<file path="src/design/hspc_cfg.svh">
`ifndef HSPC_CFG_SVH
`define HSPC_CFG_SVH
// strap meaning levels
`define HSPC_SERIAL_I2C_LEVEL 1'b1
`define HSPC_FPM_ENABLED_LEVEL 1'b0
`define HSPC_POL_HIGH_LEVEL 1'b1
`define HSPC_OC_ACTIVE_LEVEL 1'b0
// reset values of latched straps
`define HSPC_RST_SERIAL_MODE 1'b1
`define HSPC_RST_FPM_N 1'b1
`define HSPC_RST_POL 1'b0
`define HSPC_RST_BATT 4'h0
`define HSPC_RST_ADDR 2'h0
// port count
`define HSPC_PORTS 4
`endif

</file>
<file path="src/design/hspc_pkg.sv">
`default_nettype none
`include "hspc_cfg.svh"
package hspc_pkg;
	// latched strap set
	typedef struct packed {
		logic i2c_mode;
		logic fpm_enabled;
		logic pol_high;
		logic [`HSPC_PORTS-1:0] batt_charge;
		logic [1:0] target_addr;
	} hspc_straps_s;
	// capture sequencing
	typedef enum logic [1:0] {
		HSPC_IN_RESET,
		HSPC_CAPTURE,
		HSPC_RUN
	} hspc_phase_e;
endpackage
`default_nettype wire

</file>
<file path="src/design/hspc_port_drive.sv">
`default_nettype none
`include "hspc_cfg.svh"
// one downstream power switch output, with polarity and strap phase
module hspc_port_drive
(
	input wire logic core_clk, // clock
	input wire logic arst_n, // async reset
	input wire logic run, // straps captured
	input wire logic pol_high, // active-high drive
	input wire logic fpm_enabled, // power switching on
	input wire logic power_on, // request power
	output logic pin_out, // pin level
	output logic pin_oe // pin enable
);
	logic next_pin_out; // next level
	logic next_pin_oe; // next enable
	// release pin during reset so strap can be read
	always_comb
	begin
		next_pin_oe = run && fpm_enabled;
		if (pol_high == `HSPC_POL_HIGH_LEVEL)
		begin
			next_pin_out = power_on;
		end
		else
		begin
			next_pin_out = ~power_on;
		end
	end
	// register drive
	always_ff @(posedge core_clk or negedge arst_n)
	begin
		if (!arst_n)
		begin
			pin_out <= 1'b0;
			pin_oe <= 1'b0;
		end
		else
		begin
			pin_out <= next_pin_out;
			pin_oe <= next_pin_oe;
		end
	end
endmodule
`default_nettype wire

</file>
<file path="src/design/hspc_top.sv">
`default_nettype none
`include "hspc_cfg.svh"
module hspc_top #(
	parameter int PORTS = `HSPC_PORTS // downstream port count
)
(
	input wire logic core_clk, // 50 MHz clock
	input wire logic arst_n, // async reset, active low
	input wire logic port4_overcurrent_n, // port 4 over-current, low active
	input wire logic serial_mode_select_n_in, // mode pin level
	output logic serial_mode_select_n_out, // mode pin drive level
	output logic serial_mode_select_n_oe, // mode pin drive enable
	input wire logic full_power_mgmt_n_in, // power strap pin level
	output logic full_power_mgmt_n_out, // power strap pin drive level
	output logic full_power_mgmt_n_oe, // power strap pin drive enable
	input wire logic power_switch_polarity, // polarity strap pin
	input wire logic target_addr_bit2, // grouped strap pin level
	input wire logic [PORTS-1:0] power_ctl_in, // power pins read as straps
	output logic [PORTS-1:0] downstream_power_switch_ctl, // power pin levels
	output logic [PORTS-1:0] downstream_power_switch_oe, // power pin enables
	input wire logic [PORTS-1:0] port_power_req, // hub core power requests
	input wire logic ss_status_enable, // additional-feature status enable
	input wire logic ss_suspended, // upstream SuperSpeed suspended
	input wire logic ss_connected, // upstream on SuperSpeed port
	output logic i2c_mode, // serial pins as EEPROM master
	output logic smbus_target_mode, // serial pins as SMBus target
	output logic power_switching_enabled, // power mgmt strap result
	output logic port4_overcurrent, // qualified port 4 over-current
	output logic [PORTS-1:0] battery_charge_strap, // per-port charging support
	output logic [1:0] target_addr_strap, // SMBus address bits 2:1
	output logic straps_valid // straps captured
);
	// capture sequencing
	hspc_pkg::hspc_phase_e phase; // capture phase
	hspc_pkg::hspc_phase_e next_phase; // next phase

	// strap latch
	hspc_pkg::hspc_straps_s straps; // held strap values
	hspc_pkg::hspc_straps_s next_straps; // next strap values

	// capture done flag
	logic valid; // straps captured
	logic next_valid; // next captured flag

	// over-current qualification
	logic oc_flag; // registered over-current
	logic next_oc_flag; // next over-current

	// mode pin status drive
	logic ss_mode_out; // mode pin drive
	logic next_ss_mode_out; // next mode pin drive
	logic ss_mode_oe; // mode pin enable
	logic next_ss_mode_oe; // next mode pin enable

	// power strap pin status drive
	logic ss_up_out; // power strap pin drive
	logic next_ss_up_out; // next power strap drive
	logic ss_up_oe; // power strap pin enable
	logic next_ss_up_oe; // next power strap enable

	// decoded phase and gated requests
	logic capture; // the single capture cycle
	logic run; // after capture
	logic oc_level; // over-current pin at its event level
	logic [PORTS-1:0] port_on; // power requests gated

	// phase decode
	assign capture = (phase == hspc_pkg::HSPC_CAPTURE);
	assign run = (phase == hspc_pkg::HSPC_RUN);

	// phase: one capture cycle after reset release
	// pins are taken one edge late so the release edge never races them
	always_comb
	begin
		next_phase = phase; // hold by default
		unique case (phase)
			// first edge after release arms the capture
			hspc_pkg::HSPC_IN_RESET: next_phase = hspc_pkg::HSPC_CAPTURE;
			// second edge samples the pins, then run
			hspc_pkg::HSPC_CAPTURE: next_phase = hspc_pkg::HSPC_RUN;
			// stay until the next reset
			hspc_pkg::HSPC_RUN: next_phase = hspc_pkg::HSPC_RUN;
		endcase
	end

	// phase register
	always_ff @(posedge core_clk or negedge arst_n)
	begin
		if (!arst_n)
		begin
			phase <= hspc_pkg::HSPC_IN_RESET; // wait for release
		end
		else
		begin
			phase <= next_phase; // advance
		end
	end

	// strap capture, only in the capture cycle
	// every shared pin is still released here, so only the resistors show
	always_comb
	begin
		next_straps = straps; // straps hold outside capture
		if (capture)
		begin
			// high on the mode pin selects the EEPROM master
			next_straps.i2c_mode = (serial_mode_select_n_in == `HSPC_SERIAL_I2C_LEVEL);
			// low on the power strap pin enables switching
			next_straps.fpm_enabled = (full_power_mgmt_n_in == `HSPC_FPM_ENABLED_LEVEL);
			// high on the polarity pin selects active-high drive
			next_straps.pol_high = (power_switch_polarity == `HSPC_POL_HIGH_LEVEL);
			// released power pins carry the charging straps
			next_straps.batt_charge = power_ctl_in;
			// address bits only meaningful in SMBus mode
			if (serial_mode_select_n_in == `HSPC_SERIAL_I2C_LEVEL)
			begin
				next_straps.target_addr = `HSPC_RST_ADDR; // unused in EEPROM mode
			end
			else
			begin
				next_straps.target_addr = {target_addr_bit2, full_power_mgmt_n_in};
			end
		end
	end

	// strap register; values hold until the next reset
	always_ff @(posedge core_clk or negedge arst_n)
	begin
		if (!arst_n)
		begin
			straps.i2c_mode <= `HSPC_RST_SERIAL_MODE; // EEPROM mode until sampled
			straps.fpm_enabled <= ~`HSPC_RST_FPM_N; // switching off until sampled
			straps.pol_high <= `HSPC_RST_POL; // active low until sampled
			straps.batt_charge <= `HSPC_RST_BATT; // no charging until sampled
			straps.target_addr <= `HSPC_RST_ADDR; // address bits clear
		end
		else
		begin
			straps <= next_straps;
		end
	end

	// captured flag, set by the capture cycle
	always_comb
	begin
		next_valid = valid || capture;
	end

	// captured flag register
	always_ff @(posedge core_clk or negedge arst_n)
	begin
		if (!arst_n)
		begin
			valid <= 1'b0; // nothing captured yet
		end
		else
		begin
			valid <= next_valid; // stays set until reset
		end
	end

	// over-current pin at its event level
	assign oc_level = (port4_overcurrent_n == `HSPC_OC_ACTIVE_LEVEL);

	// over-current: pin low means event, ignored when switching off
	// the flag follows the pin level; the switch itself holds the event
	always_comb
	begin
		if (run && straps.fpm_enabled)
		begin
			next_oc_flag = oc_level;
		end
		else
		begin
			next_oc_flag = 1'b0; // no over-current input without switching
		end
	end

	// over-current register
	always_ff @(posedge core_clk or negedge arst_n)
	begin
		if (!arst_n)
		begin
			oc_flag <= 1'b0; // no event in reset
		end
		else
		begin
			oc_flag <= next_oc_flag; // one cycle behind the pin
		end
	end

	// mode pin: suspend status once straps are in
	// drive starts after run, so the strap is never fought during capture
	always_comb
	begin
		if (run && ss_status_enable)
		begin
			next_ss_mode_oe = 1'b1;
			next_ss_mode_out = ss_suspended;
		end
		else
		begin
			next_ss_mode_oe = 1'b0; // released, strap resistor shows
			next_ss_mode_out = 1'b0; // quiet level while released
		end
	end

	// mode pin drive register
	always_ff @(posedge core_clk or negedge arst_n)
	begin
		if (!arst_n)
		begin
			ss_mode_out <= 1'b0; // released in reset
			ss_mode_oe <= 1'b0; // strap must be readable
		end
		else
		begin
			ss_mode_out <= next_ss_mode_out; // level
			ss_mode_oe <= next_ss_mode_oe; // enable
		end
	end

	// power strap pin: SuperSpeed connect status once straps are in
	always_comb
	begin
		if (run && ss_status_enable)
		begin
			next_ss_up_oe = 1'b1;
			next_ss_up_out = ss_connected;
		end
		else
		begin
			next_ss_up_oe = 1'b0; // released, strap resistor shows
			next_ss_up_out = 1'b0; // quiet level while released
		end
	end

	// power strap pin drive register
	always_ff @(posedge core_clk or negedge arst_n)
	begin
		if (!arst_n)
		begin
			ss_up_out <= 1'b0; // released in reset
			ss_up_oe <= 1'b0; // strap must be readable
		end
		else
		begin
			ss_up_out <= next_ss_up_out; // level
			ss_up_oe <= next_ss_up_oe; // enable
		end
	end

	// power requests reach switches only when switching enabled
	assign port_on = straps.fpm_enabled ? port_power_req : '0;

	// one driver per downstream port
	// polarity is applied after the gate, so an off port sits inactive
	genvar gi;
	generate
		for (gi = 0; gi < PORTS; gi++)
		begin : g_port
			// each output registers level and enable with the latched polarity
			hspc_port_drive u_drive (
				.core_clk(core_clk), // shared clock
				.arst_n(arst_n), // shared reset
				.run(run), // drive only after capture
				.pol_high(straps.pol_high),
				.fpm_enabled(straps.fpm_enabled),
				.power_on(port_on[gi]), // gated request
				.pin_out(downstream_power_switch_ctl[gi]), // pin level
				.pin_oe(downstream_power_switch_oe[gi]) // pin enable
			);
		end
	endgenerate

	// mode pin drive
	assign serial_mode_select_n_out = ss_mode_out;
	assign serial_mode_select_n_oe = ss_mode_oe;
	// power strap pin drive
	assign full_power_mgmt_n_out = ss_up_out;
	assign full_power_mgmt_n_oe = ss_up_oe;
	// serial pins serve the EEPROM in I2C mode
	assign i2c_mode = straps.i2c_mode;
	// serial pins answer the host in SMBus mode
	assign smbus_target_mode = ~straps.i2c_mode;
	// switching and over-current inputs on
	assign power_switching_enabled = straps.fpm_enabled;
	// qualified over-current
	assign port4_overcurrent = oc_flag;
	// per-port charging support
	assign battery_charge_strap = straps.batt_charge;
	// address bits, already zero in I2C mode
	assign target_addr_strap = straps.target_addr;
	// straps captured
	assign straps_valid = valid;
endmodule
`default_nettype wire
</file>
<file path="config.mk">
export PLATFORM = sky130hd
export DESIGN_NAME = hspc_top
export DESIGN_NICKNAME = d
export VERILOG_FILES = /design/src/design/hspc_pkg.sv /design/src/design/hspc_port_drive.sv /design/src/design/hspc_top.sv
export VERILOG_INCLUDE_DIRS = /design/src /design/src/design
export SDC_FILE = /design/constraint.sdc
export NUM_CORES = 1
export LEC_CHECK = 0
export BUFFER_PORTS_ARGS = -buffer_cell sky130_fd_sc_hd__buf_2
export CORE_MARGIN = 4
export CORE_UTILIZATION = 48
export CTS_CLUSTER_SIZE = 20
export DETAILED_ROUTE_END_ITERATION = 16
export PLACE_DENSITY_LB_ADDON = 0.12
export SLEW_MARGIN = 20
export SYNTH_ARGS = -nofsm -noshare
export SYNTH_HDL_FRONTEND = slang
export SYNTH_SLANG_ARGS = --single-unit
</file>
<file path="constraint.sdc">
create_clock -name core_clk -period 2.3 [get_ports core_clk]
set_input_delay 0.23 -clock core_clk [delete_from_list [all_inputs] [get_ports core_clk]]
set_output_delay 0.23 -clock core_clk [all_outputs]
set_load 0.01 [all_outputs]
</file>
==> out/metrics.sh <==
GRT_ANTENNA_BEFORE_REPAIR=0
STATUS='completed'
LEAKAGE_nW=0.560
ANT_NETS=0
GRT_FIRST_PASS_WIRELENGTH_UM=2250
MAX_CAP_VIOL_COUNT=0
CLOCK_SINK_COUNT=21
SYNTH-COMPOUND-AREA-SHARE=0.0172
CP-START-KIND='flop'
LAYOUT-DRIVE-GT1-SHARE=0.490
MAX_CLOCK_FREQ_GHz=0.697
CTS_BUFFERS=3
CLOCK-SKEW-FINAL_NS=0.00852
COREAREA_UM2=1730
BOUNDARY_PIN_COUNT=41
HOLD_PATH.CLASS='in2reg'
VIA_PER_INST=4.28
VIA_COUNT=544
FINAL_CELL_COUNT_NO_FILL=127
SYNTH_AREA_UM2=873
COMMONEST_CELLS_AFTER_ROUTING_FILL_AND_TAPS_ASIDE='40 x sky130_fd_sc_hd__buf_2, 20 x sky130_fd_sc_hd__dfrtp_1, 7 x sky130_fd_sc_hd__inv_1'
CTS.REPORTEDPATHS.CLKPINSLEW_NS=0.10
NUM_ANTENNA_CELLS=0
ACTUAL_TRANSITION_AT_THE_WORST_MAX_TRANSITION_PIN_NS=0.495
FIRST_GLOBAL_VIAS=530
GRT_START_MAX_NET_PINS=22
CTSLONGESTPATHBUFFERS=2
GRTUSAGETOTAL=0.123
DRT_FIRST_PASS_ITERS=3
ROW_COUNT=15
YOSYSWARNINGS=0
PLACE.DETAILED.INSTANCES=122
SYNTHESIS.AREA_PER_INSTANCE_UM2=12.8
FIRST_ITER_VIOLATIONS=2
UNREPAIRED_SETUP_ENDPOINTS_AFTER_GLOBAL_ROUTING='no'
FLOORPLAN.DIE_AREA_UM2=2570
POWERDENSITY_nW_PER_UM2=604
CTS_TREE='done'
SYNTHMUXAREASHARE=0.0888
PEAK_SUPPLY_DROP_mV=0.384
SETUP_VIOL=0
DIE_Y_UM=50.7
HOLD_VIOL_FINAL=0
CPLARGESTDELAYFAMILY='adder cells'
WORST_PATH_MAX_DELAY_CELL='sky130_fd_sc_hd__ha_1'
COUNT_OF_FILL_CELLS_ADDED_DURING_FILLER_INSERTION=158
SYNTH_CELL_TYPE_COUNT=18
SETUP_CRIT_END_KIND='flop'
WL_PER_CELL_UM=11.1
CLOCKROOTBUFFER='sky130_fd_sc_hd__clkbuf_4'
CRITPATHMAXSTAGEDELAY_NS=0.46
POST_SYNTH_XOR_AREA_FRACTION=0.0401
CLK_LATENCY_NS=0.29
SLEW_VIOL_FINAL=0
SHARE_OF_THE_CLOCK_PERIOD_USED_BY_THE_WORST_PATH=0.624
CP_DATA_REQUIRED_TIME_NS=2.49
CRITICAL_PATH_BUF_INV_COUNT=1
SEQ_AREA_FRAC_SYNTH=0.603
WORST_REL_SLEW_SLACK=0.670
TIMING.CRITICAL_PATH.FANOUT_MAX=12
POST_SYNTH_AND_OR_NAND_NOR_AREA_FRACTION=0.0817
AREAGROWTHSYNTHTOFINISH_PCT=21.1
GLOBALROUTE.TOTALOVERFLOW=0
CP_CELL_SEQUENCE='inv_1 > ha_1 > mux2_2'
DOMINANT_COMBINATIONAL_CELL_FAMILY_BY_AREA_AFTER_SYNTHESIS='buffers and inverters'
DIE_X_UM=50.7
TNS_NS=0
DRCVIOLATIONCOUNT=0
START_UTIL=0.506
POST_CTS_RESIZED=0
BUFFER_PORTS.INSERTED=40
FIN_WORST_HOLD_SLACK_NS=0.0776
SYNTH.FF_LATCH_COUNT=21
SYNTH-ADDER-AREA-SHARE=0.0430
MIN_PERIOD_NS=1.43
ROUTE.FINAL.WIRE_LENGTH_UM=1410
HTREE_LEVELS=1
HPWL_UM=1130
TIMING_WORST_SETUP_PATH_TYPE='reg2reg'
NETLIST_INSTANCES=68
WORST_EP_ARRIVAL_TIME_NS=1.62
MOSTFREQUENTLAYOUTCELL='sky130_fd_sc_hd__buf_2'
PLACE.GP.CONGESTION=0.704
FINAL_NETS=124
SYN-NUM-NETS=89
-- stage by stage --
| stage | instance area, µm² | power [mW] | setup WS [ns] | util |
|---|---|---|---|---|
| after floorplan | 873 | 0.453 | 1.12 | - |
| after global placement | 1020 | 0.481 | 0.912 | 0.591 |
| after detailed placement | 1020 | 0.483 | 0.849 | 0.591 |
| after CTS | 1060 | 0.649 | 0.853 | 0.612 |
| after global routing | 1060 | 0.672 | 0.771 | 0.612 |
| final | 1060 | 0.639 | 0.865 | 0.612 |
-- layout make-up --
class	count	area, µm²	area share
Sequential cell	21	527	0.498
Multi-Input combinational cell	29	236	0.224
Clock buffer	4	26.3	0.0249
Inverter	7	26.3	0.0249
Tap cell	25	31.3	0.0296
Timing Repair Buffer	41	210	0.199
-- flip-flops by register name, indices dropped and copies added, names as in the netlist --
| register | flops |
|---|---|
| battery_charge_strap | 4 |
| g_port.u_drive.pin_out | 4 |
| phase | 2 |
| target_addr_strap | 2 |
| full_power_mgmt_n_oe | 1 |
| full_power_mgmt_n_out | 1 |
| g_port.u_drive.pin_oe | 1 |
| i2c_mode | 1 |
| port4_overcurrent | 1 |
| power_switching_enabled | 1 |
| serial_mode_select_n_out | 1 |
| straps | 1 |
| straps_valid | 1 |
-- repair_timing --
action / CTS / global route
setup buffers: 0 / 0
endpoints found under the hold margin: 20 / 0
hold buffers: 1 / 0
-- where the power goes --
| part | switching (mW) | internal (mW) | total, mW |
|---|---|---|---|
| Clock | 0.0962 | 0.0675 | 0.164 |
| Combinational | 0.0382 | 0.0388 | 0.0770 |
| Sequential | 0.00909 | 0.389 | 0.398 |
| Total | 0.143 | 0.495 | 0.639 |
-- cell usage after synthesis --
| cell type | instances | area, µm² |
|---|---|---|
| sky130_fd_sc_hd__o21ai_0 | 3 | 15.0 |
| sky130_fd_sc_hd__nand3b_1 | 2 | 15.0 |
| sky130_fd_sc_hd__xor2_1 | 4 | 35.0 |
| sky130_fd_sc_hd__buf_4 | 9 | 67.6 |
| sky130_fd_sc_hd__mux2_4 | 3 | 45.0 |
| sky130_fd_sc_hd__dfstp_2 | 1 | 26.3 |
| sky130_fd_sc_hd__mux2_2 | 2 | 22.5 |
| sky130_fd_sc_hd__and3_1 | 2 | 12.5 |
| sky130_fd_sc_hd__dfrtp_1 | 20 | 500 |
| sky130_fd_sc_hd__mux2i_1 | 1 | 10.0 |
| sky130_fd_sc_hd__or2_2 | 1 | 6.26 |
| sky130_fd_sc_hd__nand2_1 | 5 | 18.8 |
| sky130_fd_sc_hd__nor2b_1 | 1 | 6.26 |
| sky130_fd_sc_hd__inv_1 | 7 | 26.3 |
| sky130_fd_sc_hd__buf_6 | 1 | 11.3 |
| sky130_fd_sc_hd__and2_1 | 2 | 12.5 |
| sky130_fd_sc_hd__buf_2 | 1 | 5.00 |
| sky130_fd_sc_hd__ha_1 | 3 | 37.5 |
-- routing by layer --
| metal | GRT usage | vias up | share of wire |
|---|---|---|---|
| met3 | 0.0534 | 2 | 0.063 |
| met5 | 0 | - | 0 |
| li1 | - | 274 | - |
| met1 | 0.125 | 250 | 0.37 |
| met2 | 0.224 | 18 | 0.56 |
| met4 | 0.0404 | 0 | 0.0050 |
-- final timing paths --
| kind | start | to | slack (ns) | depth (start not counted) |
|---|---|---|---|---|
| min reg2reg | straps_valid | straps_valid | 0.48 | 1 |
| max | phase[1] | battery_charge_strap[3] | 0.87 | 3 |
| max in group asynchronous | arst_n | i2c_mode | 1.54 | 2 |
| max reg2reg | phase[1] | battery_charge_strap[3] | 0.87 | 3 |
| min in group asynchronous | arst_n | power_switching_enabled | 0.43 | 2 |
| min | port4_overcurrent_n | port4_overcurrent | 0.08 | 2 |
-- kinds of logic (layout without fill, tap and decap cells) --
family | count (synthesis) | after routing
flops | 21 | 21
buf+inv | 18 | 52
simple gates | 13 | 13
mux | 6 | 6
xor+xnor | 4 | 4
fa+ha+maj | 3 | 3
compound gates | 3 | 3
Power figures use the tool's default switching activity.
